## src/pkg/acsr_consts.svh

```systemverilog
// Purpose: constants of the setup decode and reference sequencer
// Assumes: included by bare name wherever needed
// Notes: delays are counted in conversion clock ticks
`ifndef ACSR_CONSTS_SVH
`define ACSR_CONSTS_SVH

// command byte layout
`define ACSR_SETUP_SEL 2'h1
`define ACSR_CONV_SEL_BIT 7
`define ACSR_TEMP_BIT 0
`define ACSR_CLK_HI_BIT 5
`define ACSR_CLK_LO_BIT 4
`define ACSR_REF_HI_BIT 3
`define ACSR_REF_LO_BIT 2
`define ACSR_PAIR_HI_BIT 1
`define ACSR_PAIR_LO_BIT 0

// setup field reset: clock mode 10, reference mode 10, pair select 00
`define ACSR_SETUP_RST 6'h28
`define ACSR_CLK_EXT 2'h3
`define ACSR_CLK_ACQ_PIN 2'h1
`define ACSR_REF_ALL_INT 2'h0

// settling delays in conversion clock ticks
`define ACSR_DLY_REF_OFF 8'hda
`define ACSR_DLY_TEMP_WAKE 8'hf4
`define ACSR_DLY_TEMP_ON 8'hbc

// internal conversion clock: one tick every (divider + 1) system clocks
`define ACSR_INT_CLK_DIV 8'h03

`endif

```

## src/pkg/acsr_pkg.sv

```systemverilog
// Purpose: shared types of the setup decode and reference sequencer
// Assumes: nothing beyond the constants header
// Notes: state codes are fixed binary values
package acsr_pkg;
    typedef enum logic [1:0] {
        ACSR_IDLE = 2'h0,
        ACSR_WAIT = 2'h1,
        ACSR_CONV = 2'h2
    } acsr_state_e;
endpackage

```

## src/pkg/acsr_link_if.sv

```systemverilog
// Purpose: received byte and serial clock edges from the link receiver
// Assumes: single clock domain, driven by the receiver only
// Notes: byte_valid and sclk_rise are one-cycle pulses
`timescale 1ns/1ps
interface acsr_link_if;
    logic byte_valid;
    logic [7:0] byte_data;
    logic sclk_rise;
    modport rx (output byte_valid, output byte_data, output sclk_rise);
    modport core (input byte_valid, input byte_data, input sclk_rise);
endinterface

```

## src/hw/acsr_serial_rx.sv

```systemverilog
// Purpose: serial command receiver, msb first, data taken on sclk rising edge
// Assumes: sclk idles low; sclk, cs_n and din are asynchronous pins
// Notes: sclk must stay below a quarter of the system clock for reliable edges
`timescale 1ns/1ps
module acsr_serial_rx
    import acsr_pkg::*;
(
    input wire logic clock,
    input wire logic arst_n,
    input wire logic sclk,
    input wire logic cs_n,
    input wire logic din,
    acsr_link_if.rx lnk
);
    typedef struct packed {
        logic sclk_s1;
        logic sclk_s2;
        logic sclk_s3;
        logic cs_s1;
        logic cs_s2;
        logic din_s1;
        logic din_s2;
        logic [6:0] shift;
        logic [2:0] cnt;
        logic byte_valid;
        logic [7:0] data;
        logic sclk_rise;
    } acsr_rx_s;

    acsr_rx_s st_reg;
    acsr_rx_s st_next;

    // din passes the same two stages as sclk so the sample lines up with the edge
    always_comb begin
        st_next = st_reg;
        st_next.sclk_s1 = sclk;
        st_next.sclk_s2 = st_reg.sclk_s1;
        st_next.sclk_s3 = st_reg.sclk_s2;
        st_next.cs_s1 = cs_n;
        st_next.cs_s2 = st_reg.cs_s1;
        st_next.din_s1 = din;
        st_next.din_s2 = st_reg.din_s1;
        st_next.byte_valid = 1'b0;
        st_next.sclk_rise = st_reg.sclk_s2 & ~st_reg.sclk_s3;
        if (st_reg.cs_s2) begin
            st_next.cnt = 3'h0; // deselect drops a partial byte
        end else if (st_reg.sclk_s2 && !st_reg.sclk_s3) begin
            st_next.shift = {st_reg.shift[5:0], st_reg.din_s2};
            st_next.cnt = st_reg.cnt + 3'h1;
            if (st_reg.cnt == 3'h7) begin
                st_next.byte_valid = 1'b1;
                st_next.data = {st_reg.shift, st_reg.din_s2};
            end
        end
    end

    // cs_n flops reset high so an idle link looks deselected
    always_ff @(posedge clock or negedge arst_n) begin
        if (!arst_n) begin
            st_reg <= '{cs_s1: 1'b1, cs_s2: 1'b1, default: '0};
        end else begin
            st_reg <= st_next;
        end
    end

    assign lnk.byte_valid = st_reg.byte_valid;
    assign lnk.byte_data = st_reg.data;
    assign lnk.sclk_rise = st_reg.sclk_rise;
endmodule

```

## src/hw/acsr_top.sv

```systemverilog
// Purpose: setup byte decode, clock and pin role select, reference wake-up sequencing
// Assumes: scan_complete, force_reference_on and dac_ref_demand come from logic on clock
// Notes: a scan keeps the settings captured at its start
// Notes on behaviour
// - a byte with bit 7 clear and bit 6 set is a write to the setup register.
// - the upper clock-mode bit is one after reset.
// - clock modes 00 and 01 make the shared pin the start input, 10 and 11 make it analog input seven.
// - modes 00, 01 and 10 use the internal conversion clock, with acquisition timed by the start pin only in 01.
// - mode 11 takes the conversion clock from the host serial clock, which the host keeps at or below 3.6MHz.
// - the reference field picks internal, external single-ended, internal ADC with external DAC, or external differential.
// - in reference modes 00 and 10 an input scan turns the reference off at its end and waits 218 ticks when it was off.
// - a temperature request turns the reference on and waits 244 ticks for it to settle.
// - in reference modes 01 and 11 an input-only scan neither powers the reference nor waits.
// - reference mode 10 is the default after reset.
// - the two low setup bits select which pair configuration register later bytes address.
// - reference modes 00 and 10 make the reference pin analog input six, 01 and 11 make it the external reference.
// - forced reference or DAC demand in mode 00 keeps the reference on, and a temperature scan then waits 188 ticks.
`timescale 1ns/1ps
`include "acsr_consts.svh"
module acsr_top
    import acsr_pkg::*;
(
    input wire logic clock,
    input wire logic arst_n,
    input wire logic sclk,
    input wire logic cs_n,
    input wire logic din,
    input wire logic conversion_start_n,
    input wire logic force_reference_on,
    input wire logic dac_ref_demand,
    input wire logic scan_complete,
    output logic clock_mode_sel_hi,
    output logic clock_mode_sel_lo,
    output logic reference_sel_hi,
    output logic reference_sel_lo,
    output logic pair_config_sel_hi,
    output logic pair_config_sel_lo,
    output logic start_pin_selected,
    output logic ref_pin_is_input_six,
    output logic external_conv_clock,
    output logic external_acq_timing,
    output logic internal_reference_en,
    output logic reference_wait,
    output logic convert_go,
    output logic scan_temp,
    output logic conv_tick
);
    typedef struct packed {
        acsr_state_e state;
        logic [5:0] setup;
        logic pin_start;
        logic ref_pin_ain;
        logic ext_clk;
        logic ext_acq;
        logic temp_req;
        logic [1:0] scan_ref;
        logic scan_temp;
        logic scan_ext_clk;
        logic [7:0] delay;
        logic [7:0] dcnt;
        logic [7:0] div;
        logic tick;
        logic start_s1;
        logic start_s2;
        logic start_s3;
        logic ref_on;
        logic ref_en;
        logic wait_q;
        logic go;
    } acsr_core_s;

    acsr_link_if lnk ();
    acsr_core_s st_reg;
    acsr_core_s st_next;

    // byte receiver on the serial pins
    acsr_serial_rx u_rx (
        .clock(clock),
        .arst_n(arst_n),
        .sclk(sclk),
        .cs_n(cs_n),
        .din(din),
        .lnk(lnk.rx)
    );

    logic forced;
    logic setup_wr;
    logic conv_wr;
    logic pin_fall;
    logic tick_now;

    // reference held on regardless of scans
    assign forced = force_reference_on | (dac_ref_demand & (st_reg.setup[3:2] == `ACSR_REF_ALL_INT));
    assign setup_wr = lnk.byte_valid & (lnk.byte_data[7:6] == `ACSR_SETUP_SEL);
    assign conv_wr = lnk.byte_valid & lnk.byte_data[`ACSR_CONV_SEL_BIT];
    assign pin_fall = st_reg.start_s3 & ~st_reg.start_s2;
    // serial clock ticks only while the host drives it, so mode 11 settling waits stall without it
    assign tick_now = st_reg.scan_ext_clk ? lnk.sclk_rise : (st_reg.div == `ACSR_INT_CLK_DIV);

    // next state: setup decode, pin roles and the reference sequencer
    always_comb begin
        st_next = st_reg;
        st_next.start_s1 = conversion_start_n;
        st_next.start_s2 = st_reg.start_s1;
        st_next.start_s3 = st_reg.start_s2;
        st_next.tick = tick_now;
        st_next.div = (st_reg.div == `ACSR_INT_CLK_DIV) ? 8'h00 : st_reg.div + 8'h01;
        if (setup_wr) begin
            st_next.setup = lnk.byte_data[5:0];
        end
        if (conv_wr) begin
            st_next.temp_req = lnk.byte_data[`ACSR_TEMP_BIT];
        end
        st_next.pin_start = ~st_next.setup[`ACSR_CLK_HI_BIT];
        st_next.ref_pin_ain = ~st_next.setup[`ACSR_REF_LO_BIT];
        st_next.ext_clk = (st_next.setup[5:4] == `ACSR_CLK_EXT);
        st_next.ext_acq = (st_next.setup[5:4] == `ACSR_CLK_ACQ_PIN);
        case (st_reg.state)
            ACSR_IDLE: begin
                // start by pin falling edge in modes 00/01, by conversion write in 10/11
                if ((pin_fall && st_reg.pin_start) || (conv_wr && st_reg.setup[`ACSR_CLK_HI_BIT])) begin
                    st_next.scan_ref = st_reg.setup[3:2];
                    st_next.scan_ext_clk = st_reg.ext_clk;
                    st_next.scan_temp = conv_wr ? lnk.byte_data[`ACSR_TEMP_BIT] : st_reg.temp_req;
                    st_next.temp_req = 1'b0;
                    st_next.dcnt = 8'h00;
                    if (st_next.scan_temp) begin
                        st_next.ref_on = 1'b1;
                        st_next.delay = forced ? `ACSR_DLY_TEMP_ON : `ACSR_DLY_TEMP_WAKE;
                    end else if (!st_reg.setup[`ACSR_REF_LO_BIT]) begin
                        st_next.ref_on = 1'b1;
                        st_next.delay = (st_reg.ref_on || forced) ? 8'h00 : `ACSR_DLY_REF_OFF;
                    end else begin
                        st_next.delay = 8'h00;
                    end
                    st_next.state = (st_next.delay == 8'h00) ? ACSR_CONV : ACSR_WAIT;
                end
            end
            ACSR_WAIT: begin
                if (tick_now) begin
                    st_next.dcnt = st_reg.dcnt + 8'h01;
                    if (st_next.dcnt == st_reg.delay) begin
                        st_next.state = ACSR_CONV;
                    end
                end
            end
            ACSR_CONV: begin
                if (scan_complete) begin
                    st_next.state = ACSR_IDLE;
                    st_next.ref_on = 1'b0;
                end
            end
            default: begin
                st_next.state = ACSR_IDLE;
            end
        endcase
        st_next.ref_en = st_next.ref_on | forced;
        st_next.wait_q = (st_next.state == ACSR_WAIT);
        st_next.go = (st_next.state == ACSR_CONV);
    end

    // state register; pin stage flops reset high to match an idle start pin
    always_ff @(posedge clock or negedge arst_n) begin
        if (!arst_n) begin
            st_reg <= '{state: ACSR_IDLE, setup: `ACSR_SETUP_RST, pin_start: 1'b0, ref_pin_ain: 1'b1,
                        start_s1: 1'b1, start_s2: 1'b1, start_s3: 1'b1, default: '0};
        end else begin
            st_reg <= st_next;
        end
    end

    // every output is a field of the state register
    assign clock_mode_sel_hi = st_reg.setup[`ACSR_CLK_HI_BIT];
    assign clock_mode_sel_lo = st_reg.setup[`ACSR_CLK_LO_BIT];
    assign reference_sel_hi = st_reg.setup[`ACSR_REF_HI_BIT];
    assign reference_sel_lo = st_reg.setup[`ACSR_REF_LO_BIT];
    assign pair_config_sel_hi = st_reg.setup[`ACSR_PAIR_HI_BIT];
    assign pair_config_sel_lo = st_reg.setup[`ACSR_PAIR_LO_BIT];
    assign start_pin_selected = st_reg.pin_start;
    assign ref_pin_is_input_six = st_reg.ref_pin_ain;
    assign external_conv_clock = st_reg.ext_clk;
    assign external_acq_timing = st_reg.ext_acq;
    assign internal_reference_en = st_reg.ref_en;
    assign reference_wait = st_reg.wait_q;
    assign convert_go = st_reg.go;
    assign scan_temp = st_reg.scan_temp;
    assign conv_tick = st_reg.tick;

    // helper: set once any setup write has landed
    logic seen_wr_reg;
    always_ff @(posedge clock or negedge arst_n) begin
        if (!arst_n) begin
            seen_wr_reg <= 1'b0;
        end else if (setup_wr) begin
            seen_wr_reg <= 1'b1;
        end
    end
endmodule

```

## config.mk

```make
export PLATFORM = sky130hd
export DESIGN_NAME = acsr_top
export DESIGN_NICKNAME = d
export VERILOG_FILES = /design/src/pkg/acsr_pkg.sv /design/src/pkg/acsr_link_if.sv /design/src/hw/acsr_serial_rx.sv /design/src/hw/acsr_top.sv
export VERILOG_INCLUDE_DIRS = /design/src /design/src/pkg
export SDC_FILE = /design/constraint.sdc
export NUM_CORES = 1
export LEC_CHECK = 0
export BUFFER_PORTS_ARGS = -buffer_cell sky130_fd_sc_hd__buf_2
export CAP_MARGIN = 20
export CORE_AREA = 2 2 71 73
export CTS_CLUSTER_DIAMETER = 120
export DETAILED_ROUTE_END_ITERATION = 7
export DIE_AREA = 0 0 73 75
export PLACE_DENSITY = 0.82
export SETUP_SLACK_MARGIN = 0.1
export SLEW_MARGIN = 10
export SYNTH_ARGS = -nofsm -noshare
export SYNTH_HDL_FRONTEND = slang
export SYNTH_SLANG_ARGS = --single-unit
```

## constraint.sdc

```tcl
create_clock -name clock -period 3.2 [get_ports clock]
set_input_delay 0.32 -clock clock [delete_from_list [all_inputs] [get_ports clock]]
set_output_delay 0.32 -clock clock [all_outputs]
set_load 0.005 [all_outputs]
```

Word-level counts from Yosys, hierarchy flattened
Index checks and enable logic that the tools add are counted.

storage, ports and cells
  register bits after elaboration = 76
  bits of input ports = 9
  output and inout bits = 15
  word-level logic and storage cells = 105

operators by class
  add/subtract/negate cells = 3
  eq/ne operators = 12
  multiplexer cells = 29
  bitwise gates (word level) = 12
  reduce and logical (&&, ||, !) cells = 15

operators with widths
  kind                   number
  $mux W8                7
  $mux W21               1
  $mux W9                2
  $add A8 B1 Y8 const B  2
  $pmux W8 S2            1
  $mux W13               1
  $mux W12               1
  $mux W2                5
  $eq A2 B1 Y1 const B   4
  $eq A8 B2 Y1 const B   1
  $eq A8 B8 Y1           1
  $logic_not A8 Y1       1
  $mux W7                1
  $eq A2 B2 Y1 const B   3
  $mux W1                6
  $mux W6                1
  $pmux W2 S3            1
  $reduce_and A3 Y1      2
  $and A1 B1 Y1          5
  $not A1 Y1             5
  $logic_not A2 Y1       2
  $ne A2 B2 Y1 const B   2
  $reduce_and A2 Y1      2
  $reduce_bool A2 Y1     2
  8 further kinds        12

Longest topological paths before layout
  word-level depth = 14
  depth in mapped cells = 6
  mapped depth without buffers = 6

Hierarchy
From an unflattened synthesis, not the netlist that was laid out.

unflattened totals
  cell total of the unflattened synthesis = 246
  area total of the unflattened synthesis = 3067.9 um^2

by module, submodules not included
  module          instances  cells each  area an instance (um^2)  seq. area each (um^2)
  acsr_top        1          181         2010.7                   1083.5
  acsr_serial_rx  1          65          1057.3                   678.2

Worst setup path before layout
OpenSTA, ideal clock, no wires.

  path type = register to register
  from = register st_reg[12] (netlist bit)
  to = register st_reg[18] (netlist bit)
  library setup time = 0.121 ns
  arrival time = 1.798 ns
  data required time = 3.079 ns
  slack = 1.281 ns
  stages on the path, launching flop included = 5
  buffers on the path = 0
  period minus slack after synthesis = 1.919 ns
  path through = dfrtp_1 -> or4_4 -> o41ai_4 -> a21oi_1 -> a22o_2

RTL lines
  element                 RTL line         text
  start, declared         acsr_top.sv:73   acsr_core_s st_reg;
  start signal, assigned  acsr_top.sv:165  st_reg <= '{state: ACSR_IDLE, setup: `ACSR_SETUP_RST, pin_start: 1'b0, ref_pin_ain: 1'b1,
  start signal, assigned  acsr_top.sv:168  st_reg <= st_next;

==> results.ini <==
[power_and_ir_drop]
p_per_area_nw_per_um2=583
vdd.ir_drop.worst_v=0.000402
p_total_mw=1.91
leakagePower_nw=1.64

[synth]
postSynthAreaPerCell_um2=12.4
syn-cell-area_um2=2900
synth_common_cells=dfrtp_1 (62), nand2_1 (21), mux2_2 (18)
synth_area_leaders=dfrtp_1 (53%), dfstp_2 (7.2%), mux2_2 (7.0%)
ys_async_sr_fraction=1.00
synthCells=234
synth_area_leader_cell=dfrtp_1
syn_nets=247
synthFlopType=dfrtp_1
yosysSeqAreaShare=0.607
synth_top_cell_area_share=0.534
ys_seq_elements=70
synth-edff-count=0
yosysWarnings=0
yosysMostFrequentCell=dfrtp_1
yosysUniqueCellTypes=46

[place]
place.gp.congestion=0.806
io_buffers=23
dp_slack_ns=1.12
dpl.hpwl_mm=3.56
place_area_um2=3090

[sta]
finClkSkew_ns=0.00748
relSlewSlack=0.579
post-route-period-util=0.652
finalHoldViolations=28
hold_ws_ns=-0.00578
fmax_mhz=479
setup_ws_ns=1.11
tightest_slew_ns=0.627
rsz0062_at_grt=false
fin_tns_setup_ns=0
slew_viol_final=0
fin_crit_ns=2.09
setup_violations=0

[critical_path]
criticalPathCategory=reg -> reg
end_kind=flip-flop
reg2reg_depth=4
crit_fanout=7
crit_path_start_kind=flip-flop
cp-startpoint=st_reg[12]$_DFF_PN0_
r2r_setup_slack_ns=1.11
reg2reg_from=st_reg[12]$_DFF_PN0_
r2r-end=st_reg[21]$_DFFE_PN0P_
crit_end=st_reg[21]$_DFFE_PN0P_
required_ns=3.43
critPathArrivalTime_ns=2.32

[final_layout]
stdcell_area_um2=3270
diodes=0
area_growth_syn_to_layout_pct=12.8
layout.nets=280
final_layout_size_suffix_gt1_frac=0.283
largest_register_ff_count=27
fillers=334

[global_route]
grt.total_usage=0.217
grt_max_degree=31
grt_pass1_vias=1862
grt-ovfl-total=0
grt_antenna_before_repair=0
grt_pass1_wl_mm=8.66

[run]
cap_violations=0

[detailed_routing]
ant_nets=0
drt_iter0_markers=78
drc=0
wirelength_mm=5.10
firstDrtPassIters=4
vias_per_cell=5.62
num_vias=1831
wire_per_inst_um=15.7

[clock_tree]
clock_sinks=70
cts_setup_buffers=0
h-tree-depth=3
clk_transition_reported_paths_ns=0.07
cts_root_buf=clkbuf_8
cts_resized=0
clkLatencyLatePin_ns=0.34
cts_tree=yes
cts_buffers=9
cts_hold_buffers=0
cts_max_path_buffers=2

[die]
die_w_um=73
std_cell_rows=25
dieHeight_um=75
ios=24
die_area_um2=5480
initial_core_util=0.623
core_um2=4660

[run_status]
violations=negative hold slack
status=finished, violations left

[hold_path]
hold_class=in -> async

placed cells by master, fill, tap and decap left out, types with 4 or more instances in the layout:
cell / synthesis / routed
xnor2_1: 9 / 9
nand2_1: 21 / 21
buf_2: 1 / 23
nand2b_1: 6 / 6
mux2i_1: 6 / 6
a21oi_1: 7 / 7
nor2_1: 15 / 15
nand3b_1: 4 / 4
clkbuf_8: 0 / 12
inv_1: 5 / 5
ha_1: 4 / 4
mux2_2: 18 / 18
nor3_1: 4 / 4
dfrtp_1: 62 / 62
o21ai_0: 9 / 9
dfstp_2: 8 / 8
nand3_1: 11 / 11
layout make-up:
type,count,area (µm²),share of cell area
clock buffers,13,169,0.0516
inverters,5,18.8,0.00573
multi-input cells,156,1110,0.339
well taps,54,67.6,0.0206
repair buffers,25,130,0.0397
flip-flops and latches,70,1760,0.538
clock inverters,3,17.5,0.00535
cells by family (layout without fill, tap and decap cells):
logic type | Yosys count | after routing | synth area share
adder cells (fa/ha/maj) | 4 | 4 | 0.0172
multiplexers | 24 | 24 | 0.0905
AO/OA/AOI/OAI | 36 | 36 | 0.0905
XOR/XNOR | 13 | 13 | 0.0440
flip-flops | 70 | 70 | 0.607
AND/OR/NAND/NOR | 79 | 79 | 0.140
buffers and inverters | 8 | 46 | 0.0108
worst min-delay path by stage:
stage / slack (ns) / cells after the start / endpoint
floorplan: 0.02 / 0 / clock_mode_sel_lo$_DFF_PN0_
finish: -0.006 / 1 / st_reg[14]$_DFF_PN0_
global placement: 0.34 / 0 / u_rx.st_reg[20]$_DFF_PN0_
detailed placement: 0.33 / 0 / u_rx.st_next[24]$_DFF_PN0_
global route: 0.06 / 1 / st_reg[22]$_DFFE_PN0P_
CTS: 0.02 / 1 / st_reg[20]$_DFFE_PN0P_
stage by stage:
stage | util | std cells
after floorplan | - | 234
after global placement | 0.663 | 310
after detailed placement | 0.663 | 310
after CTS | 0.703 | 326
after global routing | 0.703 | 326
final | 0.703 | 326
critical path, cell delays in order (launching register included):
cell	delay [ns]
dfrtp_1	0.42
or4_4	0.58
o41ai_4	0.42
a21oi_1	0.24
a22o_2	0.31
power breakdown:
part | total (mW) | switching [mW] | internal [mW]
Clock | 0.654 | 0.312 | 0.342
Combinational | 0.220 | 0.112 | 0.108
Sequential | 1.03 | 0.0619 | 0.973
layer usage:
layer	vias up	track usage	part of all wire
li1	889	-	-
met1	896	0.266	0.44
met2	34	0.355	0.51
met3	12	0.0509	0.029
met4	0	0.128	0.024
met5	-	0	0
Power figures use the tool's default switching activity.
